--- config.mk ---
export PLATFORM = sky130hd
export DESIGN_NAME = mode_clock_config_and_irq
export DESIGN_NICKNAME = d
export VERILOG_FILES = /design/src/rtl/mode_irq_pkg.sv /design/src/rtl/status_latch.sv /design/src/rtl/mode_clock_config_and_irq.sv
export SDC_FILE = /design/constraint.sdc
export NUM_CORES = 1
export LEC_CHECK = 0
export BUFFER_PORTS_ARGS = -buffer_cell sky130_fd_sc_hd__buf_2
export CAP_MARGIN = 20
export CORE_MARGIN = 5
export CORE_UTILIZATION = 40
export DETAILED_ROUTE_END_ITERATION = 8
export MAX_ROUTING_LAYER = met4
export SLEW_MARGIN = 10
export SYNTH_ARGS = -nofsm -noshare
export SYNTH_HDL_FRONTEND = slang
export SYNTH_SLANG_ARGS = --single-unit
--- constraint.sdc ---
create_clock -name core_clk -period 2.05 [get_ports core_clk]
set_input_delay 0.41 -clock core_clk [delete_from_list [all_inputs] [get_ports core_clk]]
set_output_delay 0.41 -clock core_clk [all_outputs]
set_load 0.1 [all_outputs]
--- src/rtl/mode_irq_pkg.sv ---
// Package: offsets, field positions, reset values and mode codes
package mode_irq_pkg;
  // Register byte offsets
  localparam logic [7:0] path_mode_select_off = 8'h08;
  localparam logic [7:0] tx_synth_control_off = 8'h09;
  localparam logic [7:0] irq_source_summary_off = 8'h13;
  localparam logic [7:0] status_base_off = 8'h14;
  localparam logic [7:0] mask_base_off = 8'h15;
  localparam int num_status = 4;
  // Reset values
  localparam logic [7:0] cfg_reset_val = 8'h00;
  // Field positions in tx_synth_control
  localparam int clk_src_lsb = 0;
  localparam int synth_ref_bit = 2;
  localparam int synth_in_lsb = 3;
  localparam int synth_pin_bit = 5;
  localparam int synth_out_lsb = 6;
  // Receive path modes
  typedef enum logic [3:0] {
    rx_t1_d4 = 4'h0, rx_t1_esf = 4'h1, rx_j1_d4 = 4'h2, rx_j1_esf = 4'h3,
    rx_e1_fas = 4'h4, rx_e1_cas = 4'h5, rx_e1_crc4 = 4'h6,
    rx_e1_cas_crc4 = 4'h7, rx_sync_2048 = 4'h8, rx_sync_6312 = 4'hb
  } rx_mode_t;
  // Transmit path modes
  typedef enum logic [3:0] {
    tx_t1_d4 = 4'h0, tx_t1_esf = 4'h1, tx_j1_d4 = 4'h2, tx_j1_esf = 4'h3,
    tx_e1_fas = 4'h4, tx_e1_crc4 = 4'h6, tx_sync_2048 = 4'h8,
    tx_sync_6312 = 4'hb
  } tx_mode_t;
  // Clock source and frequency codes
  localparam logic [1:0] clk_src_ext_pin = 2'h0;
  localparam logic [1:0] clk_src_synth = 2'h1;
  localparam logic [1:0] clk_src_master = 2'h2;
  localparam logic [1:0] clk_src_recovered = 2'h3;
  localparam logic [1:0] freq_1544 = 2'h0;
  localparam logic [1:0] freq_2048 = 2'h1;
  localparam logic [1:0] freq_6312 = 2'h3;
endpackage

--- src/rtl/status_latch.sv ---
// One latched status register with write-one-to-clear select and mask
`timescale 1ns/1ps
module status_latch
  import mode_irq_pkg::*;
(
  // Clock and reset
  input wire logic core_clk,
  input wire logic srst,
  // Event and condition sources
  input wire logic [7:0] event_in,
  input wire logic [7:0] cond_in,
  // Host access
  input wire logic sel_write,
  input wire logic [7:0] sel_data,
  input wire logic mask_we,
  input wire logic [7:0] mask_wdata,
  // Results
  output logic [7:0] status_q,
  output logic [7:0] mask_q,
  output logic active
);
  logic [7:0] latch_reg;
  logic [7:0] latch_next;

  // Selected bits clear on the write before a read; set wins over clear
  always_comb begin
    latch_next = latch_reg;
    if (sel_write) begin
      latch_next = latch_reg & ~sel_data;
    end
    latch_next = latch_next | event_in | cond_in;
  end

  // Latch storage
  always_ff @(posedge core_clk) begin
    if (srst) begin
      latch_reg <= cfg_reset_val;
    end else begin
      latch_reg <= latch_next;
    end
  end

  // Mask storage, cleared at reset so nothing interrupts early
  always_ff @(posedge core_clk) begin
    if (srst) begin
      mask_q <= cfg_reset_val;
    end else if (mask_we) begin
      mask_q <= mask_wdata;
    end
  end

  assign status_q = latch_reg;
  assign active = |(latch_reg & mask_q);
endmodule // status_latch

--- src/rtl/mode_clock_config_and_irq.sv ---
// Mode, transmit synthesiser configuration and interrupt gating
`timescale 1ns/1ps
module mode_clock_config_and_irq
  import mode_irq_pkg::*;
(
  // Clock and reset
  input wire logic core_clk,
  input wire logic srst,
  // Host register port
  input wire logic [7:0] reg_addr,
  input wire logic reg_wr,
  input wire logic reg_rd,
  input wire logic [7:0] reg_wdata,
  output logic [7:0] reg_rdata,
  // Hardware mode straps (pins)
  input wire logic hw_mode_pin,
  input wire logic [3:0] rx_path_mode_pin,
  input wire logic [3:0] tx_path_mode_pin,
  input wire logic [1:0] tx_clock_source_pin,
  // Status sources, four registers of eight bits
  input wire logic [31:0] status_events,
  input wire logic [31:0] status_conds,
  // Decoded configuration
  output logic [3:0] rx_path_mode,
  output logic [3:0] tx_path_mode,
  output logic [1:0] tx_clock_source,
  output logic synth_reference_sel,
  output logic [1:0] synth_input_freq,
  output logic synth_pin_route,
  output logic [1:0] synth_output_freq,
  output logic rx_mode_reserved,
  output logic tx_mode_reserved,
  output logic tx_cas_external,
  // Interrupt
  output logic irq_out
);
  logic [7:0] path_mode_select_reg;
  logic [7:0] tx_synth_control_reg;
  logic [1:0] hw_mode_sync;
  logic [7:0] mode_pin_s1;
  logic [7:0] mode_pin_s2;
  logic [1:0] clk_pin_s1;
  logic [1:0] clk_pin_s2;
  logic [7:0] mode_eff;
  logic [7:0] synth_eff;
  logic [3:0] summary;
  logic [7:0] status_q [num_status];
  logic [7:0] mask_q [num_status];
  logic [7:0] rdata_next;

  // Pins come from outside; two flops before use
  always_ff @(posedge core_clk) begin
    if (srst) begin
      hw_mode_sync <= 2'h0;
      mode_pin_s1 <= 8'h00;
      mode_pin_s2 <= 8'h00;
      clk_pin_s1 <= 2'h0;
      clk_pin_s2 <= 2'h0;
    end else begin
      hw_mode_sync <= {hw_mode_sync[0], hw_mode_pin};
      mode_pin_s1 <= {tx_path_mode_pin, rx_path_mode_pin};
      mode_pin_s2 <= mode_pin_s1;
      clk_pin_s1 <= tx_clock_source_pin;
      clk_pin_s2 <= clk_pin_s1;
    end
  end

  // Configuration registers, cleared by reset
  always_ff @(posedge core_clk) begin
    if (srst) begin
      path_mode_select_reg <= cfg_reset_val;
      tx_synth_control_reg <= cfg_reset_val;
    end else if (reg_wr) begin
      if (reg_addr == path_mode_select_off) begin
        path_mode_select_reg <= reg_wdata;
      end
      if (reg_addr == tx_synth_control_off) begin
        tx_synth_control_reg <= reg_wdata;
      end
    end
  end

  // Hardware mode overrides software configuration
  always_comb begin
    if (hw_mode_sync[1]) begin
      mode_eff = mode_pin_s2;
      synth_eff = {6'h00, clk_pin_s2};
    end else begin
      mode_eff = path_mode_select_reg;
      synth_eff = tx_synth_control_reg;
    end
  end

  // Four status/mask pairs
  for (genvar i = 0; i < num_status; i++) begin : g_status
    status_latch u_status (
      .core_clk(core_clk),
      .srst(srst),
      .event_in(status_events[8*i +: 8]),
      .cond_in(status_conds[8*i +: 8]),
      .sel_write(reg_wr &&
                 reg_addr == status_base_off + 8'(2*i)),
      .sel_data(reg_wdata),
      .mask_we(reg_wr && !hw_mode_sync[1] &&
               reg_addr == mask_base_off + 8'(2*i)),
      .mask_wdata(reg_wdata),
      .status_q(status_q[i]),
      .mask_q(mask_q[i]),
      .active(summary[i])
    );
  end

  // Read mux; unmapped offsets read zero
  always_comb begin
    rdata_next = 8'h00;
    if (reg_addr == path_mode_select_off) begin
      rdata_next = mode_eff;
    end else if (reg_addr == tx_synth_control_off) begin
      rdata_next = synth_eff;
    end else if (reg_addr == irq_source_summary_off) begin
      rdata_next = {4'h0, summary};
    end
    for (int k = 0; k < num_status; k++) begin
      if (reg_addr == status_base_off + 8'(2*k)) begin
        rdata_next = status_q[k];
      end
      if (reg_addr == mask_base_off + 8'(2*k)) begin
        rdata_next = mask_q[k];
      end
    end
  end

  // Read data registered on the read strobe
  always_ff @(posedge core_clk) begin
    if (srst) begin
      reg_rdata <= 8'h00;
    end else if (reg_rd) begin
      reg_rdata <= rdata_next;
    end
  end

  // Mode decode outputs
  always_ff @(posedge core_clk) begin
    if (srst) begin
      rx_path_mode <= 4'h0;
      tx_path_mode <= 4'h0;
      rx_mode_reserved <= 1'b0;
      tx_mode_reserved <= 1'b0;
      tx_cas_external <= 1'b0;
    end else begin
      rx_path_mode <= mode_eff[3:0];
      tx_path_mode <= mode_eff[7:4];
      rx_mode_reserved <= mode_eff[3:0] == 4'h9 || mode_eff[3:0] == 4'ha ||
                          mode_eff[3:0] >= 4'hc;
      tx_mode_reserved <= !(mode_eff[7:4] <= 4'h4 ||
                            mode_eff[7:4] == 4'h6 ||
                            mode_eff[7:4] == 4'h8 ||
                            mode_eff[7:4] == 4'hb);
      // No internal CAS source; data must carry it in E1 framing
      tx_cas_external <= mode_eff[7:4] == tx_e1_fas ||
                         mode_eff[7:4] == tx_e1_crc4;
    end
  end

  // Synthesiser control outputs
  always_ff @(posedge core_clk) begin
    if (srst) begin
      tx_clock_source <= clk_src_ext_pin;
      synth_reference_sel <= 1'b0;
      synth_input_freq <= freq_1544;
      synth_pin_route <= 1'b0;
      synth_output_freq <= freq_1544;
    end else begin
      tx_clock_source <= synth_eff[clk_src_lsb +: 2];
      synth_reference_sel <= synth_eff[synth_ref_bit];
      synth_input_freq <= synth_eff[synth_in_lsb +: 2];
      synth_pin_route <= synth_eff[synth_pin_bit];
      synth_output_freq <= synth_eff[synth_out_lsb +: 2];
    end
  end

  // Interrupt only from masked status bits
  always_ff @(posedge core_clk) begin
    if (srst) begin
      irq_out <= 1'b0;
    end else begin
      irq_out <= |summary;
    end
  end
endmodule // mode_clock_config_and_irq

==> flow_summary.toml <==
[run]
maxCapViolCount = 0

[pwr]
finalPower_mw = 6.24
leakage_nw = 3.24
irDropWorstVdd_mv = 0.508
power_density_nw_per_um2 = 856

[setup_path]
endpoint_kind = "register"
crit_path_max_incr_delay_ns = 0.65
crit_chain = "buf_2 -> or4b_4 -> nor4b_4 -> and2_1 -> nand2_1 -> a21oi_1"
crit_buf_inv = 1
critPathMaxFanout = 11
critPathTopFamily = "simple AND/OR/NAND/NOR gates"
cp_slowest_cell = "or4b_4"
required_ns = 2.39
critPathLaunchType = "primary input"
arrival_ns = 2.21
critical_path_class = "primary input to register"

[timing]
finalSetupViolations = 0
rsz0062_at_grt = "false"
fin_crit_ns = 1.86
relSlewSlack_pct = 54.5
timing.fmax_mhz = 537
worst_pin_slew_ns = 0.681
period_share_pct = 90.9
finalHoldViolations = 0
maxSlewViolCount = 0
finalClockSkew_ns = 0.00967

[clock_tree]
cts_tree = "done"
cts_buffers = 17
clkTransAtPathRegs_ns = 0.05
clkSinkCount = 130
clk_latency_ns = 0.42
cts_setup_buffers = 0
cts-hold-fix-buffers = 0
cts-root-buf = "clkbuf_16"
cts-resized-gates = 0
cts_buffer_depth = 2
htree_levels = 4

[placed_design]
gp_congestion = 0.930
dp_cells = 924
dp_hpwl_um = 13300
portBuffers = 122

[logic_synthesis]
synthFlopType = "dfxtp_1"
syn_inst = 612
ys_types = 64
synth_edf_count = 0
ys_seq_area_share_pct = 45.6
syn-cell-area_sq_um = 5710
synth_seq_cells = 130
synth.avg_cell_area_sq_um = 9.32
async_reset_ff_share_pct = 0
synth_top_area_share_pct = 45.6
syn_nets = 707
ys_warn_count = 0
yosys.area.top_type = "dfxtp_1"
synthTopCellsByArea = "dfxtp_1 46%, mux2i_1 9.6%, nor2_1 6.3%"

[global_route]
overflow = 0
grt_max_degree = 62
grt_pass1_vias = 5186
grt_pass1_wl_um = 27100
track_usage_pct = 22.0
antenna_found_initial = 0

[final_layout]
fillers = 1323
stdcell_count = 955
drive_gt1_share_pct = 28.1
layout_common_cells = "130 x dfxtp_1, 121 x buf_2, 95 x nor2_1"
nNetsFinal = 858
diodes = 0
final_common_cell = "dfxtp_1"
register_area_sq_um = 2600
area_delta_synth_final_pct = 27.7
multi_input_area_sq_um = 2830

[floorplanning]
die-area_sq_um = 16800
die_w_um = 129
core_sq_um = 13900
die_y_um = 129
rows = 43
io_pins = 123
initial_core_util_pct = 40.9

[drt]
routed_via_density = 5.37
drt_iter0_drc = 353
wl_per_cell_um = 18.2
vias = 5125
drc = 0
wl_um = 17400
dr.pass1.iters = 5
postRouteAntennaNets = 0

[min_path]
hp-class = "primary input to register"

[run_status]
status = "finished clean"
where the power goes:
part           total (mW)  switching, mW  leakage (nW)  internal, mW
clock                3.14           1.08         0.293          2.05
combinational       0.448          0.256          1.88         0.191
sequential           2.65         0.0563          1.06          2.60
total                6.24           1.40          3.24          4.84
through the flow:
stage / cell area [sq um] / hold slack [ns] / utilization, % / worst slack (ns) / setup TNS (ns)
after floorplan: 5710 / 0.414 / - / 0.0980 / 0
after detailed placement: 6680 / 0.423 / 47.9 / -0.251 / -7.21
after global routing: 7290 / 0.193 / 52.3 / 0.0669 / 0
after CTS: 7290 / 0.182 / 52.3 / 0.184 / 0
after global placement: 6680 / 0.416 / 47.9 / -0.205 / -4.41
final: 7290 / 0.198 / 52.3 / 0.186 / 0
synthesized netlist by cell type, types with 3 or more instances:
library cell and count:
dfxtp_1 130, nor2_1 95, mux2i_1 55, a21oi_1 50
o21ai_0 45, nor2b_1 27, nand2_1 26, a22oi_1 25
clkbuf_1 14, inv_1 14, nand2b_1 9, nand3_1 7
mux2_2 6, nand4_1 6, a211oi_1 5, and2_1 5
and3_1 5, buf_2 5, buf_6 5, mux4_2 4
nor3_1 4, nor4_1 4, o221ai_1 4, a21boi_0 3
a221oi_1 3, a22o_1 3, nand3_4 3
logic make-up (layout without fill, tap and decap cells):
group           Yosys count  in the layout  share of synthesized area, %
buf+inv                  46            209                          4.76
flops                   130            130                          45.6
xor+xnor                  3              3                         0.461
simple gates            212            212                          19.7
mux                      65             65                          12.4
compound gates          156            156                          17.0
path summary, 6_finish.rpt:
check,startpoint,to,slack [ns],depth (start not counted)
hold reg to reg,mode_pin_s1[5],mode_pin_s2[5],0.43,1
hold / removal,tx_clock_source_pin[1],clk_pin_s1[1],0.20,2
setup / recovery,reg_addr[7],g_status[1].u_status.mask_q[1],0.19,6
setup reg to reg,hw_mode_sync[1],reg_rdata[4],0.31,5
worst register-to-register path, cell delays in order (launching register included):
cell      delay (ns)
dfxtp_1         0.42
mux2i_1         0.32
nor4_2          0.06
or3_1           0.38
a221oi_1        0.32
o31ai_1         0.12
final cells by class:
class / instances / area share (%)
multi-input combinational: 436 / 38.9
sequential: 130 / 35.7
timing repair buffer: 164 / 13.3
clock buffer: 21 / 6.18
tap: 180 / 3.09
clock inverter: 10 / 2.18
inverter: 14 / 0.721
metal layers:
layer,vias up,track usage (%),part of all wire [%]
met1,2486,27.5,44
met3,18,5.15,5.6
met2,134,35.2,49
li1,2487,-,-
met5,-,-,0
met4,0,7.09,1.6
(Power assumes the default switching activity.)
